$ cat src/pulse_gear_consts.vh
`ifndef PULSE_GEAR_CONSTS_VH
`define PULSE_GEAR_CONSTS_VH

// register offsets on the parameter port
`define OFS_GEAR_NUMERATOR 16'h1910
`define OFS_GEAR_DENOMINATOR 16'h1920
`define OFS_PULSE_FORMAT_SELECT 16'h1930
`define OFS_RAW_PULSE_COUNT 16'h1940
`define OFS_GEARED_PULSE_COUNT 16'h1950
`define OFS_PULSE_FILTER_SETTING 16'h1960
`define OFS_RAW_PULSE_RATE 16'h19c0
`define OFS_GEARED_PULSE_RATE 16'h19d0
`define OFS_CONFIG_STORE_COMMAND 16'h2910
`define OFS_MOTOR_PARAM_STORE_COMMAND 16'h2930

// reset values
`define RST_GEAR_NUMERATOR 16'h03e8
`define RST_GEAR_DENOMINATOR 16'h03e8
`define RST_PULSE_FORMAT_SELECT 8'h01
`define RST_PULSE_FILTER_SETTING 16'h0003

// pulse formats
`define FMT_DOUBLE_PULSE 8'h00
`define FMT_PULSE_DIR 8'h01
`define FMT_QUADRATURE 8'h02
`define FMT_DIFF_DOUBLE_PULSE 8'h0a
`define FMT_DIFF_PULSE_DIR 8'h0b
`define FMT_DIFF_QUADRATURE 8'h0c

// storage command values
`define CMD_STORE_ALL 8'h01
`define CMD_INIT_ALL 8'h0a

// timing: one rate window is one millisecond
`define RATE_WINDOW_NS 1000000
`define CLK_PERIOD_NS 8

`endif

$ cat src/pulse_command_input_gear.v
`timescale 1ns/1ns

`include "pulse_gear_consts.vh"

// What this block does
// - format 0 double pulse, 1 pulse plus direction, 2 quadrature, single-ended inputs.
// - formats 10, 11, 12 are the same three formats on differential 422 inputs.
// - 8-bit format selector, default 1; takes effect only after store and restart.
// - gear numerator is signed 16-bit, default 1000.
// - gear denominator is unsigned 16-bit, default 1000, unity ratio by default.
// - signed 32-bit raw pulse count, starts at zero, host may overwrite.
// - signed 32-bit geared pulse count, starts at zero, host may overwrite.
// - raw pulse rate, signed 16-bit read-only, pulses per millisecond, starts zero.
// - geared pulse rate, signed 16-bit read-only, pulses per millisecond.
// - store command 1 saves configuration set; 10 restores configuration defaults.
// - configuration store saves loop parameters only, never motor parameters.
// - motor store command 1 saves the whole motor parameter set.
module pulse_command_input_gear #(
   parameter MS_CYCLES = `RATE_WINDOW_NS / `CLK_PERIOD_NS
) (
   input wire SYS_CLK_I,
   input wire RST_B_I,
   input wire PULSE_A_SE_I,
   input wire PULSE_B_SE_I,
   input wire PULSE_A_DIFF_I,
   input wire PULSE_B_DIFF_I,
   input wire [15:0] REG_ADDR_I,
   input wire REG_WR_I,
   input wire REG_RD_I,
   input wire [31:0] REG_WDATA_I,
   output reg [31:0] REG_RDATA_O,
   output reg REG_RVALID_O,
   input wire [7:0] NV_FORMAT_I,
   output reg NV_STORE_CFG_O,
   output reg NV_STORE_MOTOR_O,
   output wire [7:0] NV_CFG_FORMAT_O,
   output wire [15:0] NV_CFG_NUM_O,
   output wire [15:0] NV_CFG_DEN_O,
   output wire [15:0] NV_CFG_FILTER_O,
   output wire [7:0] ACTIVE_FORMAT_O,
   output wire [31:0] GEARED_COUNT_O
);

   localparam ST_IDLE = 2'h1;
   localparam ST_RUN = 2'h2;

   // one step of the selected pulse format: 2'b01 is forward, 2'b10 is reverse
   function [1:0] pulse_step;
      input [7:0] fmt;
      input a;
      input b;
      input pa;
      input pb;
      reg a_rise;
      reg a_chg;
      reg b_chg;
      begin
         a_rise = a & ~pa;
         a_chg = a ^ pa;
         b_chg = b ^ pb;
         pulse_step = 2'b00;
         case (fmt)
            `FMT_DOUBLE_PULSE, `FMT_DIFF_DOUBLE_PULSE: begin
               // both trains rising together cancel out
               if (a_rise && !(b & ~pb)) pulse_step = 2'b01;
               else if ((b & ~pb) && !a_rise) pulse_step = 2'b10;
            end
            `FMT_PULSE_DIR, `FMT_DIFF_PULSE_DIR: begin
               // direction low counts forward
               if (a_rise) pulse_step = b ? 2'b10 : 2'b01;
            end
            `FMT_QUADRATURE, `FMT_DIFF_QUADRATURE: begin
               // x4 decode, a leading b is forward; a double change is a skipped state and is dropped
               if (a_chg && !b_chg) pulse_step = (a ^ b) ? 2'b01 : 2'b10;
               else if (b_chg && !a_chg) pulse_step = (a ^ b) ? 2'b10 : 2'b01;
            end
            default: pulse_step = 2'b00;
         endcase
      end
   endfunction

   // magnitude of a signed 48-bit value
   function [47:0] mag48;
      input [47:0] v;
      begin
         mag48 = v[47] ? (~v + 48'h000000000001) : v;
      end
   endfunction

   reg [15:0] gear_numerator_reg;
   reg [15:0] gear_denominator_reg;
   reg [7:0] pulse_format_select_reg;
   reg [31:0] raw_pulse_count_reg;
   reg [31:0] geared_pulse_count_reg;
   reg [15:0] pulse_filter_setting_reg;
   reg [15:0] raw_pulse_rate_reg;
   reg [15:0] geared_pulse_rate_reg;
   reg [7:0] config_store_command_reg;
   reg [7:0] motor_param_store_command_reg;
   reg [7:0] active_format_reg;
   reg boot_done_reg;
   reg [2:0] sync_a_reg;
   reg [2:0] sync_b_reg;
   reg [1:0] filt_reg;
   reg [1:0] filt_prev_reg;
   reg [15:0] filt_cnt_reg [0:1];
   reg [31:0] gear_base_reg;
   reg [31:0] gear_offset_reg;
   reg [1:0] div_state_reg;
   reg [47:0] div_quot_reg;
   reg [16:0] div_rem_reg;
   reg [5:0] div_bit_reg;
   reg div_neg_reg;
   reg [31:0] ms_cnt_reg;
   reg [31:0] raw_snap_reg;
   reg [31:0] geared_snap_reg;

   wire wr_raw = REG_WR_I && (REG_ADDR_I == `OFS_RAW_PULSE_COUNT);
   wire wr_geared = REG_WR_I && (REG_ADDR_I == `OFS_GEARED_PULSE_COUNT);
   wire wr_cfg_cmd = REG_WR_I && (REG_ADDR_I == `OFS_CONFIG_STORE_COMMAND);
   wire wr_motor_cmd = REG_WR_I && (REG_ADDR_I == `OFS_MOTOR_PARAM_STORE_COMMAND);
   wire cfg_init = wr_cfg_cmd && (REG_WDATA_I[7:0] == `CMD_INIT_ALL);

   wire diff_sel = (active_format_reg == `FMT_DIFF_DOUBLE_PULSE) || (active_format_reg == `FMT_DIFF_PULSE_DIR) ||
                   (active_format_reg == `FMT_DIFF_QUADRATURE);
   wire [1:0] agreed;
   wire [1:0] step;
   wire [31:0] step_ext;
   wire [31:0] raw_rel;
   wire [47:0] product;
   wire [47:0] quot_signed;
   wire window_end;
   integer ch;

   // the store image always mirrors the live configuration set, motor data never travels here
   assign NV_CFG_FORMAT_O = pulse_format_select_reg;
   assign NV_CFG_NUM_O = gear_numerator_reg;
   assign NV_CFG_DEN_O = gear_denominator_reg;
   assign NV_CFG_FILTER_O = pulse_filter_setting_reg;
   assign ACTIVE_FORMAT_O = active_format_reg;
   assign GEARED_COUNT_O = geared_pulse_count_reg;

   // three-stage synchronisers; only the first stage is kept away from any logic
   always @(posedge SYS_CLK_I or negedge RST_B_I) begin
      if (!RST_B_I) begin
         sync_a_reg <= 3'h0;
         sync_b_reg <= 3'h0;
      end else begin
         sync_a_reg <= {sync_a_reg[1:0], diff_sel ? PULSE_A_DIFF_I : PULSE_A_SE_I};
         sync_b_reg <= {sync_b_reg[1:0], diff_sel ? PULSE_B_DIFF_I : PULSE_B_SE_I};
      end
   end

   // a level counts once stages two and three agree
   assign agreed[0] = (sync_a_reg[1] == sync_a_reg[2]) ? sync_a_reg[2] : filt_reg[0];
   assign agreed[1] = (sync_b_reg[1] == sync_b_reg[2]) ? sync_b_reg[2] : filt_reg[1];

   // glitch filter: a new level must hold for more than the filter setting in cycles
   always @(posedge SYS_CLK_I or negedge RST_B_I) begin
      if (!RST_B_I) begin
         filt_reg <= 2'h0;
         filt_prev_reg <= 2'h0;
         filt_cnt_reg[0] <= 16'h0000;
         filt_cnt_reg[1] <= 16'h0000;
      end else begin
         filt_prev_reg <= filt_reg;
         for (ch = 0; ch < 2; ch = ch + 1) begin
            if (agreed[ch] == filt_reg[ch]) begin
               filt_cnt_reg[ch] <= 16'h0000;
            end else if (filt_cnt_reg[ch] >= pulse_filter_setting_reg) begin
               filt_reg[ch] <= agreed[ch];
               filt_cnt_reg[ch] <= 16'h0000;
            end else begin
               filt_cnt_reg[ch] <= filt_cnt_reg[ch] + 16'h0001;
            end
         end
      end
   end

   assign step = pulse_step(active_format_reg, filt_reg[0], filt_reg[1], filt_prev_reg[0], filt_prev_reg[1]);
   assign step_ext = step[1] ? 32'hffffffff : {31'h0, step[0]};

   // the decoding format is caught once after reset from the stored set, so a new select waits for a restart
   always @(posedge SYS_CLK_I or negedge RST_B_I) begin
      if (!RST_B_I) begin
         active_format_reg <= `RST_PULSE_FORMAT_SELECT;
         boot_done_reg <= 1'b0;
      end else if (!boot_done_reg) begin
         active_format_reg <= NV_FORMAT_I;
         boot_done_reg <= 1'b1;
      end
   end

   // configuration registers and storage commands
   always @(posedge SYS_CLK_I or negedge RST_B_I) begin
      if (!RST_B_I) begin
         gear_numerator_reg <= `RST_GEAR_NUMERATOR;
         gear_denominator_reg <= `RST_GEAR_DENOMINATOR;
         pulse_format_select_reg <= `RST_PULSE_FORMAT_SELECT;
         pulse_filter_setting_reg <= `RST_PULSE_FILTER_SETTING;
         config_store_command_reg <= 8'h00;
         motor_param_store_command_reg <= 8'h00;
         NV_STORE_CFG_O <= 1'b0;
         NV_STORE_MOTOR_O <= 1'b0;
      end else begin
         NV_STORE_CFG_O <= wr_cfg_cmd && (REG_WDATA_I[7:0] == `CMD_STORE_ALL);
         NV_STORE_MOTOR_O <= wr_motor_cmd && (REG_WDATA_I[7:0] == `CMD_STORE_ALL);
         if (wr_cfg_cmd) config_store_command_reg <= REG_WDATA_I[7:0];
         if (wr_motor_cmd) motor_param_store_command_reg <= REG_WDATA_I[7:0];
         if (cfg_init) begin
            // restore every configuration parameter to its initial value
            gear_numerator_reg <= `RST_GEAR_NUMERATOR;
            gear_denominator_reg <= `RST_GEAR_DENOMINATOR;
            pulse_format_select_reg <= `RST_PULSE_FORMAT_SELECT;
            pulse_filter_setting_reg <= `RST_PULSE_FILTER_SETTING;
         end else if (REG_WR_I) begin
            case (REG_ADDR_I)
               `OFS_GEAR_NUMERATOR: gear_numerator_reg <= REG_WDATA_I[15:0];
               `OFS_GEAR_DENOMINATOR: gear_denominator_reg <= REG_WDATA_I[15:0];
               `OFS_PULSE_FORMAT_SELECT: pulse_format_select_reg <= REG_WDATA_I[7:0];
               `OFS_PULSE_FILTER_SETTING: pulse_filter_setting_reg <= REG_WDATA_I[15:0];
               default: ;
            endcase
         end
      end
   end

   // raw count: a host write wins over a pulse in the same cycle
   always @(posedge SYS_CLK_I or negedge RST_B_I) begin
      if (!RST_B_I) begin
         raw_pulse_count_reg <= 32'h00000000;
      end else if (wr_raw) begin
         raw_pulse_count_reg <= REG_WDATA_I;
      end else begin
         raw_pulse_count_reg <= raw_pulse_count_reg + step_ext;
      end
   end

   assign raw_rel = raw_pulse_count_reg - gear_base_reg;
   assign product = $signed(raw_rel) * $signed(gear_numerator_reg);
   assign quot_signed = div_neg_reg ? (~div_quot_reg + 48'h000000000001) : div_quot_reg;

   // geared count: offset plus (raw - base) * num / den, by a 48-step restoring divider;
   // a write to either count re-bases so the other count is not disturbed
   always @(posedge SYS_CLK_I or negedge RST_B_I) begin
      if (!RST_B_I) begin
         gear_base_reg <= 32'h00000000;
         gear_offset_reg <= 32'h00000000;
         geared_pulse_count_reg <= 32'h00000000;
         div_state_reg <= ST_IDLE;
         div_quot_reg <= 48'h000000000000;
         div_rem_reg <= 17'h00000;
         div_bit_reg <= 6'h00;
         div_neg_reg <= 1'b0;
      end else if (wr_geared || wr_raw) begin
         // an in-flight result is stale after a re-base, so drop it
         gear_base_reg <= wr_raw ? REG_WDATA_I : raw_pulse_count_reg;
         gear_offset_reg <= wr_geared ? REG_WDATA_I : geared_pulse_count_reg;
         if (wr_geared) geared_pulse_count_reg <= REG_WDATA_I;
         div_state_reg <= ST_IDLE;
         // clear the step count too, or a finished quotient of the old base lands on the new offset
         div_bit_reg <= 6'h00;
      end else begin
         case (div_state_reg)
            ST_IDLE: begin
               // a zero denominator holds the last geared value
               if (gear_denominator_reg != 16'h0000) begin
                  div_neg_reg <= product[47];
                  div_quot_reg <= mag48(product);
                  div_rem_reg <= 17'h00000;
                  div_bit_reg <= 6'h00;
                  div_state_reg <= ST_RUN;
               end
            end
            ST_RUN: begin
               if ({div_rem_reg[15:0], div_quot_reg[47]} >= {1'b0, gear_denominator_reg}) begin
                  div_rem_reg <= {div_rem_reg[15:0], div_quot_reg[47]} - {1'b0, gear_denominator_reg};
                  div_quot_reg <= {div_quot_reg[46:0], 1'b1};
               end else begin
                  div_rem_reg <= {div_rem_reg[15:0], div_quot_reg[47]};
                  div_quot_reg <= {div_quot_reg[46:0], 1'b0};
               end
               div_bit_reg <= div_bit_reg + 6'h01;
               if (div_bit_reg == 6'h2f) div_state_reg <= ST_IDLE;
            end
            default: div_state_reg <= ST_IDLE;
         endcase
         // the quotient is complete one edge after the last step
         if (div_state_reg == ST_IDLE && div_bit_reg == 6'h30) begin
            geared_pulse_count_reg <= gear_offset_reg + quot_signed[31:0];
         end
         if (div_state_reg == ST_RUN && div_bit_reg == 6'h2f) div_bit_reg <= 6'h30;
      end
   end

   assign window_end = (ms_cnt_reg == MS_CYCLES - 1);

   // pulse rates over one-millisecond windows; a count write inside a window distorts that window only
   always @(posedge SYS_CLK_I or negedge RST_B_I) begin
      if (!RST_B_I) begin
         ms_cnt_reg <= 32'h00000000;
         raw_snap_reg <= 32'h00000000;
         geared_snap_reg <= 32'h00000000;
         raw_pulse_rate_reg <= 16'h0000;
         geared_pulse_rate_reg <= 16'h0000;
      end else if (window_end) begin
         ms_cnt_reg <= 32'h00000000;
         raw_snap_reg <= raw_pulse_count_reg;
         geared_snap_reg <= geared_pulse_count_reg;
         raw_pulse_rate_reg <= raw_pulse_count_reg[15:0] - raw_snap_reg[15:0];
         geared_pulse_rate_reg <= geared_pulse_count_reg[15:0] - geared_snap_reg[15:0];
      end else begin
         ms_cnt_reg <= ms_cnt_reg + 32'h00000001;
      end
   end

   // register read port: data one edge after the strobe, unmapped addresses read zero
   always @(posedge SYS_CLK_I or negedge RST_B_I) begin
      if (!RST_B_I) begin
         REG_RDATA_O <= 32'h00000000;
         REG_RVALID_O <= 1'b0;
      end else begin
         REG_RVALID_O <= REG_RD_I;
         if (REG_RD_I) begin
            case (REG_ADDR_I)
               `OFS_GEAR_NUMERATOR: REG_RDATA_O <= {16'h0000, gear_numerator_reg};
               `OFS_GEAR_DENOMINATOR: REG_RDATA_O <= {16'h0000, gear_denominator_reg};
               `OFS_PULSE_FORMAT_SELECT: REG_RDATA_O <= {24'h000000, pulse_format_select_reg};
               `OFS_RAW_PULSE_COUNT: REG_RDATA_O <= raw_pulse_count_reg;
               `OFS_GEARED_PULSE_COUNT: REG_RDATA_O <= geared_pulse_count_reg;
               `OFS_PULSE_FILTER_SETTING: REG_RDATA_O <= {16'h0000, pulse_filter_setting_reg};
               `OFS_RAW_PULSE_RATE: REG_RDATA_O <= {16'h0000, raw_pulse_rate_reg};
               `OFS_GEARED_PULSE_RATE: REG_RDATA_O <= {16'h0000, geared_pulse_rate_reg};
               `OFS_CONFIG_STORE_COMMAND: REG_RDATA_O <= {24'h000000, config_store_command_reg};
               `OFS_MOTOR_PARAM_STORE_COMMAND: REG_RDATA_O <= {24'h000000, motor_param_store_command_reg};
               default: REG_RDATA_O <= 32'h00000000;
            endcase
         end
      end
   end

endmodule // pulse_command_input_gear

$ cat config.mk
export PLATFORM = sky130hd
export DESIGN_NAME = pulse_command_input_gear
export DESIGN_NICKNAME = d
export VERILOG_FILES = /design/src/pulse_command_input_gear.v
export VERILOG_INCLUDE_DIRS = /design/src /design/src/src
export SDC_FILE = /design/constraint.sdc
export NUM_CORES = 2
export LEC_CHECK = 0
export ABC_CLOCK_PERIOD_IN_PS = 16100
export BUFFER_PORTS_ARGS = -buffer_cell sky130_fd_sc_hd__buf_2
export CORE_UTILIZATION = 29
export CTS_CLUSTER_SIZE = 24
export DETAILED_ROUTE_END_ITERATION = 8
export PLACE_DENSITY_LB_ADDON = 0.12
export SLEW_MARGIN = 20
export SYNTH_ARGS = -nofsm -noshare
export SYNTH_HDL_FRONTEND = slang
export SYNTH_SLANG_ARGS = --single-unit
$ cat constraint.sdc
create_clock -name SYS_CLK_I -period 16.1 [get_ports SYS_CLK_I]
set_input_delay 3.22 -clock SYS_CLK_I [delete_from_list [all_inputs] [get_ports SYS_CLK_I]]
set_output_delay 3.22 -clock SYS_CLK_I [all_outputs]
set_load 0.02 [all_outputs]
# Word-level counts from Yosys, hierarchy flattened

Cells that the tools add are included.

Register bits: 455
Output and inout bits: 131
Word-level logic and storage cells: 187

Reductions and logical operators: 43
Bitwise gates (word level): 12
Order comparisons: 3
Add/subtract/negate cells: 12
Mux-type cells: 53
Eq/ne operators: 30
Multipliers: 1

Operator list:

| kind                                                               | count |
|---|---|
| 32-bit case mux with 10 select lines                               | 1 |
| 32-bit 2-to-1 mux                                                  | 8 |
| 16-bit 2-to-1 mux                                                  | 15 |
| 16-bit by 13-bit == test with 1-bit output (second input constant) | 8 |
| 48-bit 2-to-1 mux                                                  | 2 |
| 48-bit case mux with 2 select lines                                | 1 |
| 32-bit by 1-bit adder with 32-bit output (second input constant)   | 2 |
| 32-bit adder                                                       | 2 |
| 48-bit by 1-bit adder with 48-bit output (second input constant)   | 1 |
| 32-bit by 16-bit multiplier with 48-bit output                     | 1 |
| 48-bit NOT                                                         | 1 |
| 16-bit subtractor                                                  | 3 |
| 16-bit by 1-bit adder with 16-bit output (second input constant)   | 2 |
| 16-bit by 14-bit == test with 1-bit output (second input constant) | 2 |
| 32-bit by 17-bit == test with 1-bit output (second input constant) | 1 |
| 8-bit by 4-bit == test with 1-bit output (second input constant)   | 4 |
| 16-bit >= comparator                                               | 2 |
| 32-bit NOT                                                         | 1 |
| 16-bit case mux with 2 select lines                                | 1 |
| 32-bit subtractor                                                  | 1 |
| 8-bit 2-to-1 mux                                                   | 3 |
| 2-bit 2-to-1 mux                                                   | 11 |
| 6-bit 2-to-1 mux                                                   | 3 |
| 17-bit by 16-bit >= comparator with 1-bit output                   | 1 |
| other kinds (27)                                                   | 77 |

# Depth between registers and ports, before layout

Depth in word-level cells: 10
Gate-level depth with buffers: 43
Gate-level depth less buffers: 41

# Worst setup path after synthesis

OpenSTA, ideal clock, no wires.

Kind: register -> register
Start point: reg raw_pulse_count_reg[0]
End point: reg div_quot_reg[46]
Cell stages (with the launch flop): 41
Setup time: 66 ps
Buffers on the path: 2
Setup slack: 6,324 ps
Data required time: 16,034 ps
Arrival time: 9,710 ps
Cell sequence: dfrtp_1 inv_1 ha_1 inv_1 fa_1 a21o_1 a21oi_1 o21bai_1 a21oi_1 o21bai_1 a21oi_1 nor2b_1 o31a_1 a21boi_0 o21bai_1 xor2_1 clkbuf_1 nand2_1 [5 not listed] fa_1 inv_1 fa_1 inv_1 ha_1 buf_2 a21o_1 o21bai_1 nor2_1 or4b_4 a21o_1 a22oi_2 o2111ai_2 a2111oi_4 nand3_2 or4b_1 a21oi_1 o31a_1

Cells in the longest elaborated chain, start to end: 7

Ends and longest elaborated chain:

| element                                            | line                           | text |
|---|---|---|
| start, declared                                    | pulse_command_input_gear.v:93  | `reg [31:0] raw_pulse_count_reg;` |
| start signal, assigned                             | pulse_command_input_gear.v:235 | `raw_pulse_count_reg <= raw_pulse_count_reg + step_ext;` |
| 32-bit subtractor (*)                              | pulse_command_input_gear.v:239 | `assign raw_rel = raw_pulse_count_reg - gear_base_reg;` |
| 32-bit by 16-bit multiplier with 48-bit output (*) | pulse_command_input_gear.v:240 | `assign product = $signed(raw_rel) * $signed(gear_numerator_reg);` |
| 48-bit NOT                                         | pulse_command_input_gear.v:86  | `mag48 = v[47] ? (~v + 48'h000000000001) : v;` |
| 48-bit by 1-bit adder with 48-bit output           | pulse_command_input_gear.v:86  |  |
| 48-bit 2-to-1 mux (*)                              | pulse_command_input_gear.v:86  |  |
| 48-bit 2-to-1 mux (*)                              | pulse_command_input_gear.v:267 | `if (gear_denominator_reg != 16'h0000) begin` |
| 48-bit case mux with 2 select lines (*)            | pulse_command_input_gear.v:264 | `case (div_state_reg)` |
| end signal, assigned                               | pulse_command_input_gear.v:269 | `div_quot_reg <= mag48(product);` |
| end signal, assigned                               | pulse_command_input_gear.v:278 | `div_quot_reg <= {div_quot_reg[46:0], 1'b1};` |
| end signal, assigned                               | pulse_command_input_gear.v:281 | `div_quot_reg <= {div_quot_reg[46:0], 1'b0};` |
| end, declared                                      | pulse_command_input_gear.v:110 | `reg [47:0] div_quot_reg;` |

Every way passes the cells marked *; elsewhere a longest branch is shown, timed or not. The select of a mux whose other input is x is not followed.
A chain may end at the register's enable or synchronous reset.

# Worst setup path in the final report

Same ends and word-level chain as after synthesis.

==> flow_summary.ini <==
[power]
powerDensity_nw_per_um2 = 55.24
peakVddDrop_mv = 0.07470
power.leakage_nw = 25.21

[placement]
detailed_place_hpwl_um = 124400
place_congestion = 0.8380
portBuffers = 194

[worst_setup_path]
crit-reg2reg-launch = raw_pulse_count_reg[0]
path_depth = 38
path_class = register to register
cp-start-kind = register
crit_arrival_ns = 11.99
max_stage_delay_ns = 0.57
crit_top_cell = fa_1
crit_path_end_kind = register
r2r_slack_ns = 4.68
slowest_stage = a211oi_1
required_ns = 16.67
crit_family = adder cells
worstReg2RegEnd = div_quot_reg[46]
cp_max_fo = 15
path_buf_inv = 6
rr_worst_depth = 38

[timing]
max_freq_ghz = 0.08759
tns_ns = 0
min_period_ns = 11.42
relSlewSlack_pct = 25.56
post-route-period-util_pct = 70.91
hold_viol_final = 0
rsz0062_at_grt = no
holdWs_ns = 0.3561
tightest_slew_ns = 1.117
setup_viol = 0
slew_violations = 0
skew_ns = 0.03930

[floorplanning]
core_area_sq_um = 160900
die_h_um = 405.1
boundaryPins = 195
initial_utilization_pct = 29.27
die_x_um = 405.1
die_area_sq_um = 164100
rows = 147

[logic_synthesis]
synth-main-ff-cell = dfrtp_1
synth_cell_types = 99
synth_area_leaders = dfrtp_1 (23%), fa_1 (21%), ha_1 (7.9%), nand2_1 (6.3%), inv_1 (5.3%)
yosys_warnings = 0
synth_most_common_cell = nand2_1
ys_async_sr_fraction_pct = 100.0
syn_nets = 6234
synth_enable_flop_cells = 0
seq_area_frac_synth_pct = 24.21
ys_top_cells_by_count = nand2_1 (795), inv_1 (668), fa_1 (492)
syn-cell-area_sq_um = 47110
synth_top_area_cell = dfrtp_1
netlist.area_leader.share_pct = 23.27
ys_ff_latch = 455
syn_inst = 5381
avgSynthCellArea_sq_um = 8.755

[global_route]
grt_usage_pct = 20.16
grt_pass1_wl_um = 252200
antenna_found_initial = 10
grt_pass1_vias = 39012
grt-ovfl-total = 0
grt_max_degree = 153

[drt]
ant_nets = 0
routed_wl_um = 164500
drc = 0
via_per_inst = 5.033
drt_iter0_drc = 2891
dr.pass1.iters = 7
post_drt_wl_per_cell_um = 21.44
num_vias = 38632

[run_status]
status = finished clean

[cells_and_area]
largest_reg_flops = 48
syn_to_final_growth_pct = 11.47
nets = 6319
layout-drive-gt1-share_pct = 8.980
nFillCells = 16958

[hold_path]
hold_path_end = sync_b_reg[1]
holdPathStages = 0
hp-class = register to register
min_from = sync_b_reg[0]

[clock_tree]
ctsRootBufferMaster = clkbuf_16
h-tree-depth = 2
cts_tree = done
postCtsSetupBuffers = 0
cts.sink_count = 455
clock_latency_ns = 0.64
clkTransAtPathRegs_ns = 0.06
cts_buffer_depth = 3
numCtsBuffers = 55
hold_buffers = 0
postCtsResizedCells = 0

[run]
max-cap-violations = 0
worst max-delay path by stage:
stage | startpoint | to | slack [ns]
after floorplan | raw_pulse_count_reg[0] | div_quot_reg[46] | 6.32
after global placement | raw_pulse_count_reg[0] | div_quot_reg[43] | 4.99
after detailed placement | raw_pulse_count_reg[0] | div_quot_reg[46] | 4.75
after CTS | raw_pulse_count_reg[0] | div_quot_reg[46] | 4.71
after global routing | raw_pulse_count_reg[0] | div_quot_reg[46] | 3.95
final | raw_pulse_count_reg[0] | div_quot_reg[46] | 4.68
kinds of logic (layout without fill, tap and decap cells):
kind of cell    count (synthesis)  in the layout  share of synthesized area (%)
simple gates                 1752           1752                          17.31
mux                           114            114                          2.531
compound gates               1086           1086                          14.81
flops                         455            455                          24.21
other cells                     1              5                       0.007960
buf+inv                       918           1049                          7.349
xor+xnor                      266            266                          4.977
fa+ha+maj                     789            789                          28.79
layer usage:
layer / wire length (um) / up-vias / track usage, % / share of wire [%]
met5: 0 / - / 0 / 0
met2: 74110 / 889 / 31.73 / 45
met1: 81050 / 19591 / 30.30 / 49
met3: 7240 / 135 / 1.934 / 4.4
met4: 2146 / 0 / 2.771 / 1.3
li1: - / 18017 / - / -
report_power, final:
| group | switching (mW) | internal (mW) |
|---|---|---|
| registers | 0.0215 | 1.17 |
| logic | 0.266 | 0.0911 |
| clock network | 0.561 | 0.796 |
| total | 0.848 | 2.05 |
cells in the final DEF (no fill, tap or decap), drive strengths merged, types with 19 or more instances in the layout:
master,instances
o21ai,252
clkbuf,79
fa,492
mux2,41
a21o,94
a21boi,25
or3,26
a22oi,60
nand2b,41
nor2,337
inv,671
and2,196
dfrtp,438
a21oi,266
o31ai,44
ha,297
xnor2,161
nand2,795
o22ai,47
and3,44
o211ai,22
nand4,32
a211oi,20
buf,278
o21a,33
nand3,87
mux2i,73
nor3,51
nor2b,45
a31oi,72
a22o,19
nor4,25
xor2,105
metrics by stage:
step	cell area (sq um)	util [%]	total power [mW]	instances	setup slack, ns
final	52520	32.63	2.901	7676	4.683
after global routing	52510	32.63	3.025	7672	3.955
after CTS	52510	32.63	2.942	7672	4.708
after floorplan	47110	-	1.425	5381	6.324
after global placement	50570	31.42	1.570	7569	4.991
after detailed placement	50570	31.43	1.569	7569	4.748
area by class of cell:
type / count / area (sq um) / area share [%]
timing repair buffer: 278 / 1624 / 3.092
clock buffer: 79 / 1659 / 3.159
antenna: 4 / 10.01 / 0.01906
inverter: 668 / 2507 / 4.774
tap: 2160 / 2703 / 5.146
multi-input combinational: 4008 / 32330 / 61.57
sequential: 455 / 11410 / 21.72
clock inverter: 24 / 272.8 / 0.5194
Note: power is estimated with default switching activity, not from simulation.
